[src/hbd_pkg.sv]
// package for the half-bridge input mode decoder
// assumes a single 10 MHz system clock
package hbd_pkg;
	localparam int unsigned CLK_FREQ_HZ   = 10_000_000;
	localparam int unsigned DEAD_TIME_NS  = 200;
	localparam int unsigned DEAD_CYCLES_I = (DEAD_TIME_NS * (CLK_FREQ_HZ / 1_000_000) + 999) / 1000;
	localparam int unsigned DEAD_CYCLES   = (DEAD_CYCLES_I < 1) ? 1 : DEAD_CYCLES_I;
	localparam int unsigned DEAD_W        = 4;
	localparam logic [DEAD_W-1:0] DEAD_LOAD = DEAD_W'(DEAD_CYCLES);
	localparam logic [DEAD_W-1:0] DEAD_ZERO = 4'h0;
	localparam int unsigned NUM_PHASES    = 3;

	typedef enum logic [2:0] {
		HBD_MODE_6X      = 3'h0,
		HBD_MODE_3X      = 3'h1,
		HBD_MODE_1X      = 3'h2,
		HBD_MODE_IND_HB  = 3'h3,
		HBD_MODE_AB_HB   = 3'h4,
		HBD_MODE_BC_HB   = 3'h5,
		HBD_MODE_A_HB    = 3'h6,
		HBD_MODE_IND_FET = 3'h7
	} hbd_mode_t;

	// per-phase input pair and gate pair
	typedef struct packed {
		logic high_side_input;
		logic low_side_input;
	} hbd_phase_in_t;

	typedef struct packed {
		logic high_gate_cmd;
		logic low_gate_cmd;
	} hbd_gate_t;

	typedef hbd_phase_in_t [NUM_PHASES-1:0] hbd_in_bus_t;
	typedef hbd_gate_t     [NUM_PHASES-1:0] hbd_gate_bus_t;
endpackage

[src/hbd_dead_time.sv]
// one phase: dead-time inserter between requested and driven gates
// assumes requests come from flops on the same clock
`timescale 1ns/1ns
module hbd_dead_time
	import hbd_pkg::*;
(
	// clock and reset
	input  wire logic      i_clock,
	input  wire logic      i_rst_n,
	// control
	input  wire logic      i_bypass,
	input  wire hbd_gate_t i_req,
	// gate out
	output hbd_gate_t      o_gate
);
	logic [DEAD_W-1:0] cnt_r;
	logic [DEAD_W-1:0] cnt_nxt;
	hbd_gate_t         gate_r;
	hbd_gate_t         gate_nxt;
	wire               hi_blocked;
	wire               lo_blocked;
	wire               cnt_busy;

	assign cnt_busy   = (cnt_r != DEAD_ZERO);
	// a gate may rise only after the other has been off for the whole gap
	assign hi_blocked = gate_r.low_gate_cmd | cnt_busy;
	assign lo_blocked = gate_r.high_gate_cmd | cnt_busy;

	always_comb begin
		gate_nxt = i_req;
		cnt_nxt  = cnt_busy ? cnt_r - 4'h1 : cnt_r;
		if (i_bypass) begin
			gate_nxt = i_req;
			cnt_nxt  = DEAD_ZERO;
		end else begin
			if (i_req.high_gate_cmd && hi_blocked && !gate_r.high_gate_cmd)
				gate_nxt.high_gate_cmd = 1'b0;
			if (i_req.low_gate_cmd && lo_blocked && !gate_r.low_gate_cmd)
				gate_nxt.low_gate_cmd = 1'b0;
			if ((gate_r.high_gate_cmd && !gate_nxt.high_gate_cmd) ||
			    (gate_r.low_gate_cmd && !gate_nxt.low_gate_cmd))
				cnt_nxt = DEAD_LOAD;
		end
	end

	always_ff @(posedge i_clock) begin
		if (!i_rst_n) begin
			gate_r <= '0;
			cnt_r  <= DEAD_ZERO;
		end else begin
			gate_r <= gate_nxt;
			cnt_r  <= cnt_nxt;
		end
	end

	assign o_gate = gate_r;

	a_no_overlap: assert property (@(posedge i_clock) disable iff (!i_rst_n)
		!i_bypass && !$past(i_bypass) |-> !(gate_r.high_gate_cmd && gate_r.low_gate_cmd))
		else $error("both gates on without bypass");
	a_gap_kept: assert property (@(posedge i_clock) disable iff (!i_rst_n)
		!i_bypass && $fell(gate_r.low_gate_cmd) |=> !gate_r.high_gate_cmd)
		else $error("high gate rose without dead time");
	a_bypass_pass: assert property (@(posedge i_clock) disable iff (!i_rst_n)
		i_bypass |=> gate_r == $past(i_req))
		else $error("bypass phase not passed through");
endmodule

[src/hbd_mode_decoder.sv]
// top: mode decode, per-phase truth tables, dead time per phase
// assumes inputs synchronous to i_clock; mode held static while gates switch
`timescale 1ns/1ns
// Function
// - codes 000 six-input, 001 three-input, 010 block commutation, 011 independent half-bridge.
// - 101 A independent FET; 110 B,C independent FET; 111 all independent FET.
// - 100 A,B half-bridge, C independent FET; register variant only.
// - eight modes via register, seven via strap.
// - six-input: only high input on drives high gate, only low drives low.
// - six-input: both inputs equal keeps both gates off.
// - three-input: low-side input low forces both gates off.
// - three-input: low-side high, high-side input picks high or low gate.
// - half-bridge phases get automatic dead time between complementary gates.
// - independent half-bridge behaves like three-input decoding.
// - independent FET phases bypass dead time, both gates may be on.
module hbd_mode_decoder
	import hbd_pkg::*;
(
	// clock and reset
	input  wire logic          i_clock,
	input  wire logic          i_rst_n,
	// configuration
	input  wire hbd_mode_t     i_mode,
	input  wire logic          i_strap_variant,
	// controller inputs
	input  wire hbd_in_bus_t   i_phase_in,
	// gate commands and active mode
	output hbd_gate_bus_t      o_gate,
	output hbd_mode_t          o_mode_active
);
	import hbd_pkg::*;

	hbd_in_bus_t   in_r;
	hbd_mode_t     mode_r;
	hbd_mode_t     mode_nxt;
	hbd_gate_bus_t req_r;
	hbd_gate_bus_t req_nxt;
	logic [NUM_PHASES-1:0] fet_r;
	logic [NUM_PHASES-1:0] fet_nxt;

	// six-input table
	function automatic hbd_gate_t dec_6x(input hbd_phase_in_t p);
		hbd_gate_t g;
		g.high_gate_cmd = p.high_side_input & ~p.low_side_input;
		g.low_gate_cmd  = p.low_side_input & ~p.high_side_input;
		return g;
	endfunction

	// three-input table, shared by independent half-bridge
	function automatic hbd_gate_t dec_3x(input hbd_phase_in_t p);
		hbd_gate_t g;
		g.high_gate_cmd = p.low_side_input & p.high_side_input;
		g.low_gate_cmd  = p.low_side_input & ~p.high_side_input;
		return g;
	endfunction

	// direct FET control per input
	function automatic hbd_gate_t dec_fet(input hbd_phase_in_t p);
		hbd_gate_t g;
		g.high_gate_cmd = p.high_side_input;
		g.low_gate_cmd  = p.low_side_input;
		return g;
	endfunction

	// strap variant cannot select 100b; fall back to all-off decode
	wire mode_illegal = i_strap_variant && (i_mode == HBD_MODE_AB_HB);
	assign mode_nxt   = mode_illegal ? HBD_MODE_1X : i_mode;

	// block commutation not built here: it keeps every gate off
	always_comb begin
		req_nxt = '0;
		fet_nxt = '0;
		case (mode_r)
			HBD_MODE_6X: begin
				for (int i = 0; i < NUM_PHASES; i++)
					req_nxt[i] = dec_6x(in_r[i]);
			end
			HBD_MODE_3X, HBD_MODE_IND_HB: begin
				for (int i = 0; i < NUM_PHASES; i++)
					req_nxt[i] = dec_3x(in_r[i]);
			end
			HBD_MODE_1X: begin
				req_nxt = '0;
			end
			HBD_MODE_AB_HB: begin
				fet_nxt = 3'h4;
			end
			HBD_MODE_BC_HB: begin
				fet_nxt = 3'h1;
			end
			HBD_MODE_A_HB: begin
				fet_nxt = 3'h6;
			end
			HBD_MODE_IND_FET: begin
				fet_nxt = 3'h7;
			end
			default: begin
				req_nxt = '0;
			end
		endcase
		if (mode_r inside {HBD_MODE_AB_HB, HBD_MODE_BC_HB, HBD_MODE_A_HB, HBD_MODE_IND_FET}) begin
			for (int i = 0; i < NUM_PHASES; i++)
				req_nxt[i] = fet_nxt[i] ? dec_fet(in_r[i]) : dec_3x(in_r[i]);
		end
	end

	always_ff @(posedge i_clock) begin
		if (!i_rst_n) begin
			in_r          <= '0;
			mode_r        <= HBD_MODE_6X;
			req_r         <= '0;
			fet_r         <= '0;
			o_mode_active <= HBD_MODE_6X;
		end else begin
			in_r          <= i_phase_in;
			mode_r        <= mode_nxt;
			req_r         <= req_nxt;
			fet_r         <= fet_nxt;
			o_mode_active <= mode_r;
		end
	end

	// mode changes mid-switching are the controller's to avoid
	for (genvar g = 0; g < NUM_PHASES; g++) begin : g_phase
		hbd_dead_time u_dead (
			.i_clock (i_clock),
			.i_rst_n (i_rst_n),
			.i_bypass(fet_r[g]),
			.i_req   (req_r[g]),
			.o_gate  (o_gate[g])
		);
	end

	a_six_off: assert property (@(posedge i_clock) disable iff (!i_rst_n)
		mode_r == HBD_MODE_6X && (in_r[0].high_side_input == in_r[0].low_side_input) |=> req_r[0] == 2'h0)
		else $error("six-input equal inputs not off");
	a_six_high: assert property (@(posedge i_clock) disable iff (!i_rst_n)
		mode_r == HBD_MODE_6X && in_r[1].high_side_input && !in_r[1].low_side_input |=> req_r[1] == 2'h2)
		else $error("six-input high not decoded");
	a_three_float: assert property (@(posedge i_clock) disable iff (!i_rst_n)
		mode_r == HBD_MODE_3X && !in_r[2].low_side_input |=> req_r[2] == 2'h0)
		else $error("three-input float not off");
	a_three_low: assert property (@(posedge i_clock) disable iff (!i_rst_n)
		mode_r == HBD_MODE_IND_HB && in_r[0].low_side_input && !in_r[0].high_side_input |=> req_r[0] == 2'h1)
		else $error("half-bridge low gate not decoded");
	a_fet_map: assert property (@(posedge i_clock) disable iff (!i_rst_n)
		mode_r == HBD_MODE_BC_HB |=> fet_r == 3'h1)
		else $error("wrong independent phase set");
	a_strap_block: assert property (@(posedge i_clock) disable iff (!i_rst_n)
		i_strap_variant && i_mode == HBD_MODE_AB_HB |=> mode_r != HBD_MODE_AB_HB)
		else $error("strap variant took code 100");
	a_reset_off: assert property (@(posedge i_clock)
		!i_rst_n |=> o_gate == '0)
		else $error("gates not off after reset");
	a_latency: assert property (@(posedge i_clock) disable iff (!i_rst_n)
		mode_r == HBD_MODE_IND_FET && $past(mode_r) == HBD_MODE_IND_FET && $past(mode_r, 2) == HBD_MODE_IND_FET
		|=> o_gate[2] == $past(dec_fet(in_r[2]), 2))
		else $error("independent FET path wrong");
endmodule

[config.mk]
export PLATFORM = sky130hd
export DESIGN_NAME = hbd_mode_decoder
export DESIGN_NICKNAME = d
export VERILOG_FILES = /design/src/hbd_pkg.sv /design/src/hbd_dead_time.sv /design/src/hbd_mode_decoder.sv
export SDC_FILE = /design/constraint.sdc
export NUM_CORES = 1
export LEC_CHECK = 0
export ABC_AREA = 1
export BUFFER_PORTS_ARGS = -buffer_cell sky130_fd_sc_hd__buf_4
export CORE_ASPECT_RATIO = 1.1
export CORE_MARGIN = 2
export CORE_UTILIZATION = 40
export CTS_CLUSTER_DIAMETER = 200
export DETAILED_ROUTE_END_ITERATION = 12
export SLEW_MARGIN = 20
export SYNTH_ARGS = -nofsm -noshare
export SYNTH_HDL_FRONTEND = slang
export SYNTH_HIERARCHICAL = 1
export SYNTH_SLANG_ARGS = --single-unit
[constraint.sdc]
create_clock -name i_clock -period 0.8 [get_ports i_clock]
set_input_delay 0.04 -clock i_clock [delete_from_list [all_inputs] [get_ports i_clock]]
set_output_delay 0.04 -clock i_clock [all_outputs]
set_load 0.02 [all_outputs]
-- Yosys cells after proc, flatten, opt, wreduce, memory -nomap -nowiden
Index checks and enable logic that the tools add are counted.
W data, S select, Z words.
- output and inout bits: 9
- logic and storage cells: 138
- register bits: 39
- bits of input ports: 12
- reduce and logical (&&, ||, !) cells: 50
- equal/unequal tests: 7
- mux-type cells: 28
- bitwise logic cells: 22
- add/sub/neg operators: 3
- operators with widths (kind ; number):
    $mux W2 ; 13
    $logic_and A1 B1 Y1 ; 19
    $reduce_bool A4 Y1 ; 4
    $eq A3 B3 Y1 const B ; 5
    $logic_not A1 Y1 ; 12
    $mux W1 ; 12
    $pmux W3 S4 ; 1
    $pmux W6 S2 ; 1
    $sub A4 B1 Y4 const B ; 3
    $reduce_or A2 Y1 ; 5
    $and A1 B1 Y1 ; 9
    $reduce_or A3 Y1 ; 3
    $not A1 Y1 ; 7
    $mux W6 ; 1
    $or A1 B1 Y1 ; 6
    $reduce_bool A2 Y1 ; 3
    $eq A3 B1 Y1 const B ; 1
    $eq A3 B2 Y1 const B ; 1
    $logic_not A3 Y1 ; 1
    $logic_or A1 B1 Y1 ; 3

-- Logic depth before layout (Yosys ltp)
Gate-level depths: netlist of the first run.
- depth after elaboration: 10
- mapped depth: 5
- mapped depth without buffers: 5

-- Cells and area by module
The synthesis of the first run kept the hierarchy.
- by module, submodules not included (module ; area each (µm²) ; sequential area each (µm²) ; cells an instance ; times used):
    hbd_dead_time ; 290.3 ; 120.1 ; 40 ; 3
    hbd_mode_decoder ; 748.2 ; 420.4 ; 99 ; 1

-- Worst setup path before layout of the first run
No wires, ideal clock.
- kind: register to register
- start: register mode_r[0]
- end: register req_r[1] (netlist bit)
- clock period less this slack: 0.832 ns
- setup slack: -0.032 ns
- data required time: 0.736 ns
- cell stages (with the launch flop): 6
- path buffers: 0
- setup time: 0.064 ns
- arrival: 0.768 ns
- path through: dfxtp_1 nor2_1 inv_1 nor2_1 nor2_1 nor2_1
- cells in the longest elaborated chain, start to end: 4
- elaborated cells between the ends (all ways): 13
- classes of those cells: eq/ne (6); mux (4); reduce/logical (3)
- RTL lines (what ; RTL line ; text):
    start: declaration ; hbd_mode_decoder.sv:34 ; hbd_mode_t mode_r;
    start signal: assignment ; hbd_mode_decoder.sv:116 ; mode_r <= mode_nxt;
    $eq A3 B3 Y1, or another cell as far along ; hbd_mode_decoder.sv:73, hbd_mode_decoder.sv:101 ;
    $pmux W3 S4 or $reduce_or A2 Y1 (tied branches) ; hbd_mode_decoder.sv:73 ; case (mode_r)
    $mux W2 or $pmux W6 S2 (tied branches) ; hbd_mode_decoder.sv:103, hbd_mode_decoder.sv:73 ;
    $mux W6 (*) ; hbd_mode_decoder.sv:101 ; if (mode_r inside {HBD_MODE_AB_HB, HBD_MODE_BC_HB, HBD_MODE_A_HB, HBD_MODE_IND_FET}) begin
    end signal: assignment ; hbd_mode_decoder.sv:117 ; req_r <= req_nxt;
    end: declaration ; hbd_mode_decoder.sv:36 ; hbd_gate_bus_t req_r;
Every way passes the cells marked *; elsewhere a longest branch is shown, timed or not.
A chain may end at the register's enable or synchronous reset.

-- Worst setup path in the final report of the first run
- start: register mode_r[0]
- end: register req_r[0] (netlist bit)
The elaborated chain is that of the path after synthesis.

==> impl_results.md, run 1 <==
- Status: complete, but fails checks
- Failing checks: negative setup slack
- Die width: between 60 and 70 microns
- RSZ-0062 raised after global routing: true
- Yosys reg bits: 39
- Area of the mapped netlist: 1620 sq um
- Maximum clock frequency: 1.20 GHz
- Worst endpoint data arrival time: roughly 1100 ps
- Clock Pin Slew Worst Setup and Hold Paths: 70 ps
- DRC viols: 0
- Clk buf depth: 2
- # diodes: 0
- Synth area leader: dfxtp_1
- Fin crit share: 104%
- Non-filler instance count after layout: 307
- Leakage power: 1.06 nW
- DP Cell Count: 291
- CTS sink count: 39
- Most frequent cells in the layout: nand2_1 (40), inv_1 (31), nor2_1 (29)
- CTS tree: built
- Die height: 70.7 microns
- Syn Nets: 231
- Largest net degree at the start of global routing: 21
- Ys Warns: 6
- Synth top area cells: dfxtp_1 (48%), nand2_1 (11%), inv_1 (8.3%)
- Fin Hold WS: approximately 48 ps
- Routed Antenna Nets: 0
- Worst-margin pin slew: 239 ps
- Initial Util: 41.2%
- Nets@finish: 266
- DRT Wirelength: roughly 3000 microns
- Max_cap viols: 0
- Crit-path cells: inv_4 > a21oi_4 > nand2_1 > a21oi_2
- Cells after Synth: 219
- FF+latch area: 831 sq um
- Num CTS Buffers: 5
- Site Rows: 24
- Top cell type's share of synthesized area: 48.2%
- Mean post-synth cell area: about 7.4 sq um
- Worst path required time: 1020 ps
- Maximum vdd ir drop: 0.761 mV
- Pre-Repair DR Iteration Count: 4
- PD cells: 1750 nW/um^2
- Port Buffers: 20
- CP max FO: 5
- Clock root cell: clkbuf_8
- Htree depth: 2
- All-Layer GR Usage: 14.6%
- Routed vias: 1,344
- # setup viols final: 13
- Clock skew: ~3.2 ps
- Post-DP HPWL: 2060 microns
- Drt initial violations: 45
- Multi-input gate area: 777 sq um
- Area growth syn-to-layout: 36.6%
- IO Count: 21
- Final Wtd Congestion: 0.791
- Average routed wire per standard cell: 9.79 microns
- Fin worst setup slack: -33.5 ps
- CP Capture Type: register
- Cell variety after synth: 16
- Tot Pwr: 3.88 mW
- Sequential share of the synthesized area: 48.2%
- Vias per cell: 4.38
- Die area: 4570 sq um
- CP Class: reg -> reg
- Crit path launch type: register
- Max incr delay on CP: 400 ps
- Fillers: 366
- Slew HR: about 84%
- Clk_lat worst skew: 290 ps
- Post-place setup slack: -54.7 ps
- Core Area: just under 4000 sq um
- Vias in the first global route: 1,296
- First-pass GRT wire length: 5120 microns
- Remaining global-route overflow: 0
- Layout cell share with drive strength beyond 1: between 40% and 50%
- Fin. max-slew vios: 0
- Hold crit path type: in -> reg
- Most common cell after layout, fill and taps aside: nand2_1
- Fin crit period: 834 ps
- Fin. Hold Viols: 0
- CP max stage cell: dfxtp_4
- Antenna violations before repair: 0
-- sequential cells by signal (all words and copies together) (netlist names) --
| register | flops |
|---|---|
| o_mode_active | 3 |
| req_r | 6 |
| g_phase.u_dead/cnt_r | 12 |
| fet_r | 3 |
| in_r | 6 |
| g_phase.u_dead/o_gate | 6 |
| mode_r | 3 |
-- power by group --
part / total [mW] / switching [mW] / internal (mW)
logic: 0.399 / 0.209 / 0.190
clock network: 1.42 / 0.639 / 0.786
registers: 2.05 / 0.0677 / 1.99
total: 3.88 / 0.915 / 2.96
-- layout make-up --
cell class	count	area share, %
Sequential cell	39	37.6
Inverter	43	7.52
Clock buffer	8	4.52
Timing Repair Buffer	30	12.3
Tap cell	52	2.94
Multi-Input combinational cell	135	35.1
-- Yosys cell counts (all sizes together) --
cell	n
nand3	13
dfxtp	39
nand4	1
nor2	41
buf	2
a21oi	15
inv	43
nand2	51
o21ai	5
nand3b	9
-- routing by layer --
metal	share of wire (%)	global-route usage (%)	routed length [microns]
met3	3.9	4.77	117
met5	0	0	0
met1	43	15.6	1290
met4	2.0	7.09	59
met2	51	25.9	1540
-- through the flow --
| step | cell area [sq um] | setup TNS [ps] | util [%] |
|---|---|---|---|
| floorplan | 1640 | 0 | - |
| global placement | 1860 | -239 | 47.4 |
| detailed placement | 1860 | -299 | 47.4 |
| global route | 2210 | -1230 | 56.2 |
| finish | 2210 | -219 | 56.2 |
| CTS | 2130 | -211 | 54.1 |
-- cells by family after synthesis --
logic type      after synthesis  share of synthesized area [%]
simple gates                115                           33.6
buf+inv                      45                           10.6
flops                        39                           48.2
compound gates               20                           7.57
-- what timing repair did --
action / 4_1_cts / 5_1_grt
setup buffers: 0 / 0
hold buffers: 8 / 0
setup endpoints to repair: 23 / 33
hold endpoints to repair: 8 / 0
resized for setup: 27 / 36
pin swaps: 8 / 17
-- path summary, 6_finish.rpt --
path | from | endpoint | slack [ps] | cells past startpoint
worst min-delay path | i_mode[1] | mode_r[1] | 50 | 5
worst max-delay path | mode_r[0] | req_r[0] | -30 | 4
worst min register to register | req_r[4] | g_phase[2].u_dead/o_gate[0] | 420 | 2
worst max register to register | mode_r[0] | req_r[0] | -30 | 4
-- critical path, delay by kind of cell, from the launching register on --
| family | cells | cell delay [ps] |
|---|---|---|
| buffers and inverters | 1 | 40 |
| DFF | 1 | 400 |
| and+or+nand+nor | 1 | 80 |
| AOI/OAI and AO/OA | 2 | 240 |
(Power assumes the default switching activity.)
==> inputs of run 2 (changes only) <==
Settings changed: PLACE_DENSITY from default to 0.69, SETUP_SLACK_MARGIN from default to 0.3.
==> run 2 against run 1 <==
The run ends with negative hold slack, negative setup slack left; critical path depth did not move; count of clock-buffer cells in the layout fell by 1; final area rose by 0.11%; hold slack got worse by 110 ps; highest routed layer unchanged.
==> impl_results.md, run 2 (synthesis results as in run 1) <==
- Clock skew: 3.83 ps
- DRT Wirelength: around 2800 microns
- Fin Hold WS: -62.4 ps
- Clk_lat worst skew: 280 ps
- Most frequent cells in the layout: nand2_1 (38), nor2_1 (27), inv_1 (25)
- Largest register FFs: 12
- Initial Util: just over 40%
- Worst endpoint data arrival time: ~1100 ps
- Htree depth: 2
- Pre-Repair DR Iteration Count: 4
- Sequential share of power: 55.7%
- Post-DP HPWL: about 2000 microns
- Fin worst setup slack: -47.2 ps
- Clock power share: approximately a third
- Leakage power: 1.05 nW
- CP Class: reg -> reg
- Share of power burned in combinational logic: 10.7%
- Layout cell share with drive strength beyond 1: approximately half
- Clk buf depth: 2
- # diodes: 0
- Crit path launch type: register
- Die height: 70.7 microns
- Area growth syn-to-layout: 36.8%
- Fin. max-slew vios: 0
- Sw Share: 24.4%
- Fin crit share: 106%
- Antenna violations before repair: 0
- DRC viols: 0
- Top reg by flops: g_phase.u_dead/cnt_r
- Die width: 64.7 microns
- Final Wtd Congestion: slightly below 0.8
- NetSw: 0.894 mW
- Routed vias: around 1,300
- CP max FO: 4
- Most common cell after layout, fill and taps aside: nand2_1
- Routed Antenna Nets: 0
- Status: complete, but fails checks
- Vias per cell: between 4 and 5
- Hold crit path type: in -> reg
- Core Area: 3930 sq um
- First-pass GRT wire length: 4730 microns
- # setup viols final: 11
- Maximum vdd ir drop: 1.11 mV
- Fillers: 370
- Max_cap viols: 0
- Maximum clock frequency: around 1.2 GHz
- DP Cell Count: 292
- Clock Pin Slew Worst Setup and Hold Paths: roughly 70 ps
- Drt initial violations: 61
- Nets@finish: 263
- Pint: about 2.8 mW
- Failing checks: negative hold slack, negative setup slack
- All-Layer GR Usage: between 10% and 20%
- Worst-margin pin slew: 188 ps
- Fin crit period: approximately 850 ps
- Clock root cell: clkbuf_8
- Non-filler instance count after layout: a little over 300
- CP Capture Type: register
- PD cells: 1650 nW/um^2
- RSZ-0062 raised after global routing: true
- Fin. Hold Viols: 8
- Remaining global-route overflow: 0
- Tot Pwr: 3.66 mW
- Site Rows: 24
- Vias in the first global route: 1,224
- Die area: 4570 sq um
- Port Buffers: 20
- Worst path required time: 1010 ps
- Average routed wire per standard cell: 9.18 microns
- Largest net degree at the start of global routing: 17
- Slew HR: 87.4%
- CTS tree: built
- Num CTS Buffers: 5
- CTS sink count: 39
- IO Count: 21
==> run 2: cell types whose count changed in the layout (fill, tap and decap cells not counted), moves of 4 or more <==
cell           previous run  this run
dlygate4sd3_1             6         0
inv_2                    10        17
dfxtp_1                  15         7
inv_1                    31        25
dfxtp_2                  16        20
buf_6                     6        10
dfxtp_4                   8        12
==> run 2: path summary, 6_finish.rpt <==
check	start	end	slack [ps]	depth (start not counted)
worst max-delay path	mode_r[0]	req_r[4]	-50	4
worst min-delay path	i_phase_in[3]	in_r[3]	-60	3
worst max register to register	mode_r[0]	req_r[4]	-50	4
worst min register to register	req_r[4]	g_phase[2].u_dead/o_gate[0]	420	2
==> run 2: worst max-delay path, stage by stage (launching register included) <==
cell	delay [ps]
dfxtp_4	380
inv_2	50
a21oi_4	160
nand2_1	80
a21oi_2	110
==> run 2: layer usage <==
| layer | vias up | share of wire, % | track usage (%) |
|---|---|---|---|
| li1 | 728 | - | - |
| met1 | 588 | 41 | 13.2 |
| met2 | 17 | 55 | 24.8 |
| met3 | 2 | 3.8 | 3.34 |
| met4 | 0 | 0.90 | 7.09 |
| met5 | - | 0 | 0 |
==> run 2: area by class of cell <==
type	count	area, sq um	area share [%]
multi-input combinational	135	813	36.7
clock buffer	7	76.3	3.45
inverter	43	164	7.40
timing repair buffer	27	240	10.8
tap	52	65.1	2.94
clock inverter	1	5.00	0.226
sequential	39	851	38.4
==> run 2: power groups by stage <==
stage / combinational (mW) / clock [mW] / sequential [mW]
floorplan: 0.225 / 0 / 2.09
global placement: 0.344 / 0 / 2.09
detailed placement: 0.347 / 0 / 2.09
CTS: 0.376 / 1.28 / 2.04
global route: 0.445 / 1.35 / 2.05
finish: 0.392 / 1.23 / 2.04
==> run 2: what timing repair did <==
action,in CTS,in global routing
gates resized for setup,30,17
setup endpoints to repair,39,39
pin swaps,12,6
setup buffers,3,1
hold endpoints to repair,8,8
==> run 2: through the flow <==
stage	setup TNS, ps	cell area [sq um]	hold slack [ps]	utilization (%)	setup slack (ps)
5_1_grt	-1020	2210	-54.6	56.3	-112
2_1_floorplan	0	1760	138	-	25.1
6_report	-259	2210	-62.4	56.3	-47.2
4_1_cts	-252	2160	-71.2	54.8	-39.5
3_3_place_gp	-198	1970	223	50.2	-64.1
3_5_place_dp	-247	1970	227	50.2	-79.0
